`config.mk`:
```
export PLATFORM = sky130hd
export DESIGN_NAME = conv_ctrl
export DESIGN_NICKNAME = d
export VERILOG_FILES = /design/src/verilog/conv_ctrl_pkg.sv /design/src/verilog/conv_ctrl.sv
export SDC_FILE = /design/constraint.sdc
export NUM_CORES = 1
export LEC_CHECK = 0
export BUFFER_PORTS_ARGS = -buffer_cell sky130_fd_sc_hd__buf_2
export CORE_ASPECT_RATIO = 1.75
export CORE_MARGIN = 2
export CORE_UTILIZATION = 49
export CTS_BUF_LIST = sky130_fd_sc_hd__clkbuf_8
export DETAILED_ROUTE_END_ITERATION = 7
export HOLD_SLACK_MARGIN = 0.08
export PLACE_DENSITY = 0.82
export SLEW_MARGIN = 5
export SYNTH_ARGS = -nofsm -noshare
export SYNTH_HDL_FRONTEND = slang
export SYNTH_SLANG_ARGS = --single-unit
```
`constraint.sdc`:
```
create_clock -name sys_clk -period 1.7 [get_ports sys_clk]
set_input_delay 0.085 -clock sys_clk [delete_from_list [all_inputs] [get_ports sys_clk]]
set_output_delay 0.085 -clock sys_clk [all_outputs]
set_load 0.01 [all_outputs]
```
`src/verilog/conv_ctrl_pkg.sv`:
```
// Package for the converter control and result register block.
// Assumes a byte-wide register map reached over a 32-bit Avalon-MM slave.
package conv_ctrl_pkg;

  // Printed register offsets are not word multiples: they are indices, byte address = 4 * index
  localparam logic [7:0] IDX_STATUS_CONTROL = 8'h3C;
  localparam logic [7:0] IDX_RESULT_HIGH    = 8'h3D;
  localparam logic [7:0] IDX_RESULT_LOW     = 8'h3E;
  localparam logic [7:0] IDX_CLOCK_CONFIG   = 8'h3F;
  localparam int         ADDR_W             = 10;

  // Status/control field positions
  localparam int DONE_BIT  = 7;
  localparam int IRQEN_BIT = 6;
  localparam int CONT_BIT  = 5;

  // Clock configuration field positions
  localparam int FMT_HI_BIT  = 3;
  localparam int FMT_LO_BIT  = 2;

  // Reset values
  localparam logic [4:0] CHANNEL_RESET   = 5'h1F;
  localparam logic [7:0] CLKCFG_RESET    = 8'h04;
  localparam logic [1:0] FORMAT_RESET    = 2'h1;

  // Channel codes
  localparam logic [4:0] CH_BANDGAP      = 5'h06;
  localparam logic [4:0] CH_REF_HIGH     = 5'h1D;
  localparam logic [4:0] CH_REF_LOW      = 5'h1E;
  localparam logic [4:0] CH_POWER_OFF    = 5'h1F;

  // Conversion timing in converter clock cycles
  localparam int         CONV_CYCLES_MIN = 16;
  localparam int         CONV_CYCLES_MAX = 17;
  localparam logic [4:0] CONV_COUNT      = 5'd16;

  typedef enum logic [1:0]
  {
    FMT_TRUNC8,
    FMT_RIGHT,
    FMT_LEFT,
    FMT_LEFT_SIGNED
  } format_e;

  // Request to the analog core
  typedef struct packed
  {
    logic       start;
    logic [4:0] channel;
    logic       power_down;
  } core_req_s;

endpackage : conv_ctrl_pkg

```
`src/verilog/conv_ctrl.sv`:
```
// Converter status/control, clock configuration and result registers.
// Assumes a converter clock enable from the prescaler and a 10-bit sample from the core.
//
// Functional notes
// Writing status/control aborts and restarts conversion on the new channel.
// With interrupts off, done flag is read-only, set at each completion.
// Done flag cleared by status write, clock config write or low result read.
// With interrupt enable set, done reads 0 and a request is raised.
// Request withdrawn on low result read or status/control write.
// Reset clears the done flag.
// Reset clears the interrupt enable.
// Continuous bit repeats conversions; clear gives one per start; reset clears.
// Five-bit channel select: 0..5 pins, 6 bandgap.
// Codes 7..28 reserved; results undefined.
// 29 high reference, 30 low reference, 31 powers off (reset value).
// Software discards first conversion after leaving power-off.
// High and low registers present the result in the chosen format.
// Truncated: low gets bits 9:2, high reads zero.
// Truncated: no interlock, low overwritten every completion.
// Right-justified: high 1:0 gets bits 9:8, low gets 7:0.
// Left-justified: high gets 9:2, low 7:6 gets 1:0.
// Justified modes: high read freezes low; results dropped until low read.
// Format field: 00 trunc, 01 right, 10 left, 11 signed; reset right.
// Signed left format inverts the most significant result bit.
// Conversion takes sixteen to seventeen converter clock cycles.
// Result writes ignored; results read zero after reset.
// Interrupt request is a level held until cleared, only when enabled.
`timescale 1ns/1ps

module conv_ctrl
  import conv_ctrl_pkg::*;
(
  // Clock and reset
  input  wire logic                          sys_clk,
  input  wire logic                          rst,
  // Avalon-MM slave
  input  wire logic [conv_ctrl_pkg::ADDR_W-1:0] address,
  input  wire logic                          read,
  input  wire logic                          write,
  input  wire logic [3:0]                    byteenable,
  input  wire logic [31:0]                   writedata,
  output logic      [31:0]                   readdata,
  output logic                               waitrequest,
  // Analog core side
  input  wire logic                          conv_tick,
  input  wire logic [9:0]                    sample,
  output conv_ctrl_pkg::core_req_s           core_req,
  output logic      [7:0]                    conv_clock_config,
  // Interrupt request
  output logic                               conv_irq
);
  import conv_ctrl_pkg::*;

  typedef enum logic [1:0]
  {
    ST_IDLE,
    ST_CONVERT,
    ST_DONE
  } conv_state_e;

  logic [4:0]  channel_select;
  logic        conv_irq_enable;
  logic        continuous_conv;
  logic        conversion_done_flag;
  logic [7:0]  conv_result_high;
  logic [7:0]  conv_result_low;
  logic        low_frozen;
  logic [4:0]  cycle_count;
  logic        acked;
  logic        start_pulse;
  conv_state_e state;

  // Decoded bus strobes
  logic [7:0] reg_index;
  logic       bus_req;
  logic       take;
  logic       wr_status;
  logic       wr_clock;
  logic       rd_high;
  logic       rd_low;
  logic       complete;
  format_e    format;
  logic [9:0] shaped;

  assign reg_index = address[ADDR_W-1:2];
  assign bus_req   = read | write;
  // One wait state lets read data come from flops
  assign take        = bus_req & acked;
  assign waitrequest = bus_req & ~acked;
  assign wr_status = take & write & byteenable[0] & (reg_index == IDX_STATUS_CONTROL);
  assign wr_clock  = take & write & byteenable[0] & (reg_index == IDX_CLOCK_CONFIG);
  assign rd_high   = take & read & (reg_index == IDX_RESULT_HIGH);
  assign rd_low    = take & read & (reg_index == IDX_RESULT_LOW);
  assign format    = format_e'({conv_clock_config[FMT_HI_BIT], conv_clock_config[FMT_LO_BIT]});

  always_ff @(posedge sys_clk)
  begin
    if (rst | take)
      acked <= 1'b0;
    else if (bus_req)
      acked <= 1'b1;
  end

  // Status/control fields
  always_ff @(posedge sys_clk)
  begin
    if (rst)
    begin
      channel_select  <= CHANNEL_RESET;
      conv_irq_enable <= 1'b0;
      continuous_conv <= 1'b0;
    end
    else if (wr_status)
    begin
      channel_select  <= writedata[4:0];
      conv_irq_enable <= writedata[IRQEN_BIT];
      continuous_conv <= writedata[CONT_BIT];
    end
  end

  always_ff @(posedge sys_clk)
  begin
    if (rst)
      conv_clock_config <= CLKCFG_RESET;
    else if (wr_clock)
      conv_clock_config <= writedata[7:0];
  end

  // Sequencer; a status write restarts from scratch
  always_ff @(posedge sys_clk)
  begin
    if (rst)
    begin
      state       <= ST_IDLE;
      cycle_count <= 5'd0;
    end
    else if (wr_status)
    begin
      state       <= (writedata[4:0] == CH_POWER_OFF) ? ST_IDLE : ST_CONVERT;
      cycle_count <= 5'd0;
    end
    else
    begin
      case (state)
        ST_IDLE:
          cycle_count <= 5'd0;
        ST_CONVERT:
          // Start tick is fractional, so 16 counted ticks give 16 to 17 cycles
          if (conv_tick)
          begin
            if (cycle_count == CONV_COUNT - 5'd1)
              state <= ST_DONE;
            cycle_count <= cycle_count + 5'd1;
          end
        ST_DONE:
        begin
          cycle_count <= 5'd0;
          state       <= continuous_conv ? ST_CONVERT : ST_IDLE;
        end
        default:
          state <= ST_IDLE;
      endcase
    end
  end

  assign complete = (state == ST_DONE);

  always_ff @(posedge sys_clk)
  begin
    if (rst)
      start_pulse <= 1'b0;
    else
      start_pulse <= wr_status | (complete & continuous_conv);
  end

  always_comb
  begin
    core_req.start      = start_pulse;
    core_req.channel    = channel_select;
    core_req.power_down = (channel_select == CH_POWER_OFF);
  end

  // Done flag: completion wins over a same-cycle clear
  always_ff @(posedge sys_clk)
  begin
    if (rst)
      conversion_done_flag <= 1'b0;
    else if (complete)
      conversion_done_flag <= 1'b1;
    else if (wr_status | wr_clock | rd_low)
      conversion_done_flag <= 1'b0;
  end

  // Level request, only while enabled
  assign conv_irq = conversion_done_flag & conv_irq_enable;

  // Result formatting
  always_comb
  begin
    shaped = sample;
    if (format == FMT_LEFT_SIGNED)
      shaped[9] = ~sample[9];
  end

  always_ff @(posedge sys_clk)
  begin
    if (rst)
      low_frozen <= 1'b0;
    else if (rd_low | format == FMT_TRUNC8)
      low_frozen <= 1'b0;
    else if (rd_high)
      low_frozen <= 1'b1;
  end

  // Results ignore bus writes entirely
  always_ff @(posedge sys_clk)
  begin
    if (rst)
    begin
      conv_result_high <= 8'h00;
      conv_result_low  <= 8'h00;
    end
    else if (complete & (~low_frozen | format == FMT_TRUNC8))
    begin
      case (format)
        FMT_TRUNC8:
        begin
          conv_result_high <= 8'h00;
          conv_result_low  <= shaped[9:2];
        end
        FMT_RIGHT:
        begin
          conv_result_high <= {6'h00, shaped[9:8]};
          conv_result_low  <= shaped[7:0];
        end
        default:
        begin
          conv_result_high <= shaped[9:2];
          conv_result_low  <= {shaped[1:0], 6'h00};
        end
      endcase
    end
  end

  // Read data from flops, registered during the wait state
  always_ff @(posedge sys_clk)
  begin
    if (rst)
      readdata <= 32'h0000_0000;
    else if (bus_req & ~acked & read)
    begin
      case (reg_index)
        IDX_STATUS_CONTROL:
          readdata <= {24'h000000, conversion_done_flag & ~conv_irq_enable,
                       conv_irq_enable, continuous_conv, channel_select};
        IDX_RESULT_HIGH:
          readdata <= {24'h000000, conv_result_high};
        IDX_RESULT_LOW:
          readdata <= {24'h000000, conv_result_low};
        IDX_CLOCK_CONFIG:
          readdata <= {24'h000000, conv_clock_config};
        default:
          readdata <= 32'h0000_0000;
      endcase
    end
  end

endmodule : conv_ctrl

```
==> metrics <==
status=finished, violations left; violated checks=design-rule violations; Min Hold Slack=84.2 ps; HPWL Detailed=4150 um; Rows=34; Max Buffers Root-to-Sink=2; fillers=452; CTS tree=built; reg2reg end=conv_result_low[4]$_SDFFE_PP0P_; slowest stage delay, CP=420 ps; fin crit share=88.7%; die width=58.7 um; Max rail drop VDD=0.459 mV; cts repair resizes=0; Yosys reg bits=50; die area=0.00585 mm^2; post-layout power=2050 uW; cell depth of the worst flop-to-flop path=4; drt initial violations=48; Placer Congestion=0.776; startpoint types=flop; max_cap viols=0; crit path DAT=1740 ps; DP Area=0.00281 mm^2; H-tree depth=2; R2R Path Start=state[0]$_SDFFE_PP0P_; Post-Syn Instances=279; antenna viol nets, final=0; largest net degree at the start of global routing=28; RSZ-0062 raised after global routing=no; most numerous cell in the Yosys netlist=dfxtp_1; end of the critical path=conv_result_low[4]$_SDFFE_PP0P_; PwrDens=683 mW/mm^2; crit path from=state[0]$_SDFFE_PP0P_; top cell type by total area after synthesis=dfxtp_1; DR WL/cell=13.5 um; WP depth=4; Tot GR Track Use=20.3%; Setup Fix Bufs, Post-CTS=0; Async SR Flop Fraction=0%; min Tclk post-route=1510 ps; CP max FO=12; hold crit path type=in -> reg; post-synth cell types=45; Avg Inst Size Synth=9.19 um^2; Critical Path RT=1930 ps; final slew viol count=0; Slowest-stage cell, CP=or3_1; Post-synth top flop=dfxtp_1; Hold Vio Cnt, Final=0; yosys warns=0; Clk pin slew, worst setup/hold paths=90 ps; Crit Path Category=reg -> reg; Num Clock Sinks=50; finished layout cell area=0.00300 mm^2; CP top delay family=simple AND/OR/NAND/NOR gates; fmax=663 MHz; DRC violations left=10; nets=408; Synth area leaders=dfxtp_1 (39%), mux2i_1 (7.4%), buf_4 (7.3%); # setup viols final=0; r2r setup slk=190 ps; vias in the first global route=2,073; Post-synth EDFFs=0; critical-path cell list=and2b_4 > nand2_1 > or3_1 > a21oi_1; Initial Utilization=51.1%; buffers plus inverters on the worst setup path=0; via count=2,109; Ports=110; Num CTS Buffers=5; top cells by count, synth=dfxtp_1 (50), nand2_1 (30), nor2_1 (26); post-DR vias/cell=5.27; worst skew pair latency=310 ps; Root Buffer=clkbuf_8; layout cells sized above 1=25.4%; crit end category=flop; Hold Crit Depth=3; sequential area share after synthesis=39.0%; DRT Pass-1 Iters=6; global route overflow=0; number of port buffers=56; LEAKAGE=0.00128 uW; Final TNS setup=0 ps; DIE HEIGHT=99.7 um; post-synth top area share=39.0%; total core area=0.00502 mm^2; Cell Area, Synth=0.00256 mm^2; Layout area overhead=17.0%; Slew @ Worst Pin=564 ps; slew margin rel.=62.4%; final wirelength=5380 um; worst clock skew=9.82 ps; ANT cells=0; initial antenna violation count=0; global-route wire length before repair=9180 um
==> registers in the layout, summed over array words and instances, names as in the netlist <==
register and cells:
conv_irq_enable 1, cycle_count 5, conv_result_low 8, low_frozen 1
state 2, start_pulse 1, channel_select 5, continuous_conv 1
conv_clock_config 8, acked 1, readdata 8, conv_result_high 8
conversion_done_flag 1
==> cells in the final DEF, fill, tap and decap left out, types with 8 or more instances in the layout <==
cell and count:
a21oi_1 19, buf_2 56, buf_4 9, conb_1 24, dfxtp_1 50, dlygate4sd3_1 11, inv_1 11, mux2i_1 19
nand2_1 30, nor2_1 26, nor2b_1 8, o21ai_1 9
==> tightest hold or removal path, delay by kind of cell <==
| family | cells | cell delay, ps |
|---|---|---|
| compound gates | 1 | 60 |
| buf+inv | 1 | 120 |
| simple gates | 1 | 80 |
==> worst min path at each step <==
stage                 startpoint                          endpoint
CTS                    sample[5]  conv_result_high[3]$_SDFFE_PP0P_
finish                 sample[5]  conv_result_high[3]$_SDFFE_PP0P_
global route           sample[5]  conv_result_high[3]$_SDFFE_PP0P_
floorplan           writedata[0]             state[0]$_SDFFE_PP0P_
detailed placement  writedata[1]    channel_select[1]$_SDFFE_PP1P_
global placement    writedata[4]    channel_select[4]$_SDFFE_PP1P_
==> report_power, final <==
| group | internal (uW) | switching (uW) |
|---|---|---|
| combinational | 85.3 | 113 |
| clock | 285 | 390 |
| sequential | 1170 | 2.77 |
| total | 1540 | 507 |
==> final cells by class <==
cell class | instances | area, um^2 | area share [%]
multi-input cells | 201 | 1330 | 44.4
flip-flops and latches | 50 | 1000 | 33.3
repair buffers | 77 | 478 | 15.9
clock buffers | 5 | 68.8 | 2.29
well taps | 54 | 67.6 | 2.25
inverters | 10 | 37.5 | 1.25
clock inverters | 3 | 17.5 | 0.584
==> stage by stage <==
step,instances,util (%),worst slack (ps)
after global placement,381,55.9,244
after detailed placement,381,55.9,210
after CTS,400,59.8,160
after global routing,400,59.8,77.3
after floorplan,302,-,304
final,400,59.8,191
==> layer usage <==
| layer | vias up | GRT usage [%] | wire length, um |
|---|---|---|---|
| li1 | 1046 | - | - |
| met1 | 976 | 21.1 | 2070 |
| met2 | 75 | 37.3 | 2850 |
| met3 | 12 | 4.16 | 330 |
| met4 | 0 | 9.27 | 136 |
| met5 | - | 0 | 0 |
==> cells by family (layout without fill, tap and decap cells) <==
kind of cell    after synthesis  count (layout)  share of synthesized area [%]
compound gates               46              46                           11.6
xor+xnor                      5               5                           1.71
fa+ha+maj                     2               2                          0.975
buf+inv                      51              95                           12.4
flops                        50              50                           39.0
mux                          26              26                           13.6
other cells                   1              24                          0.146
simple gates                 98              98                           20.5
==> timing repair <==
item / CTS / global route
hold buffers: 11 / 0
endpoints found under the hold margin: 19 / 0
setup endpoints to repair: 0 / 0
Power figures use the tool's default switching activity.
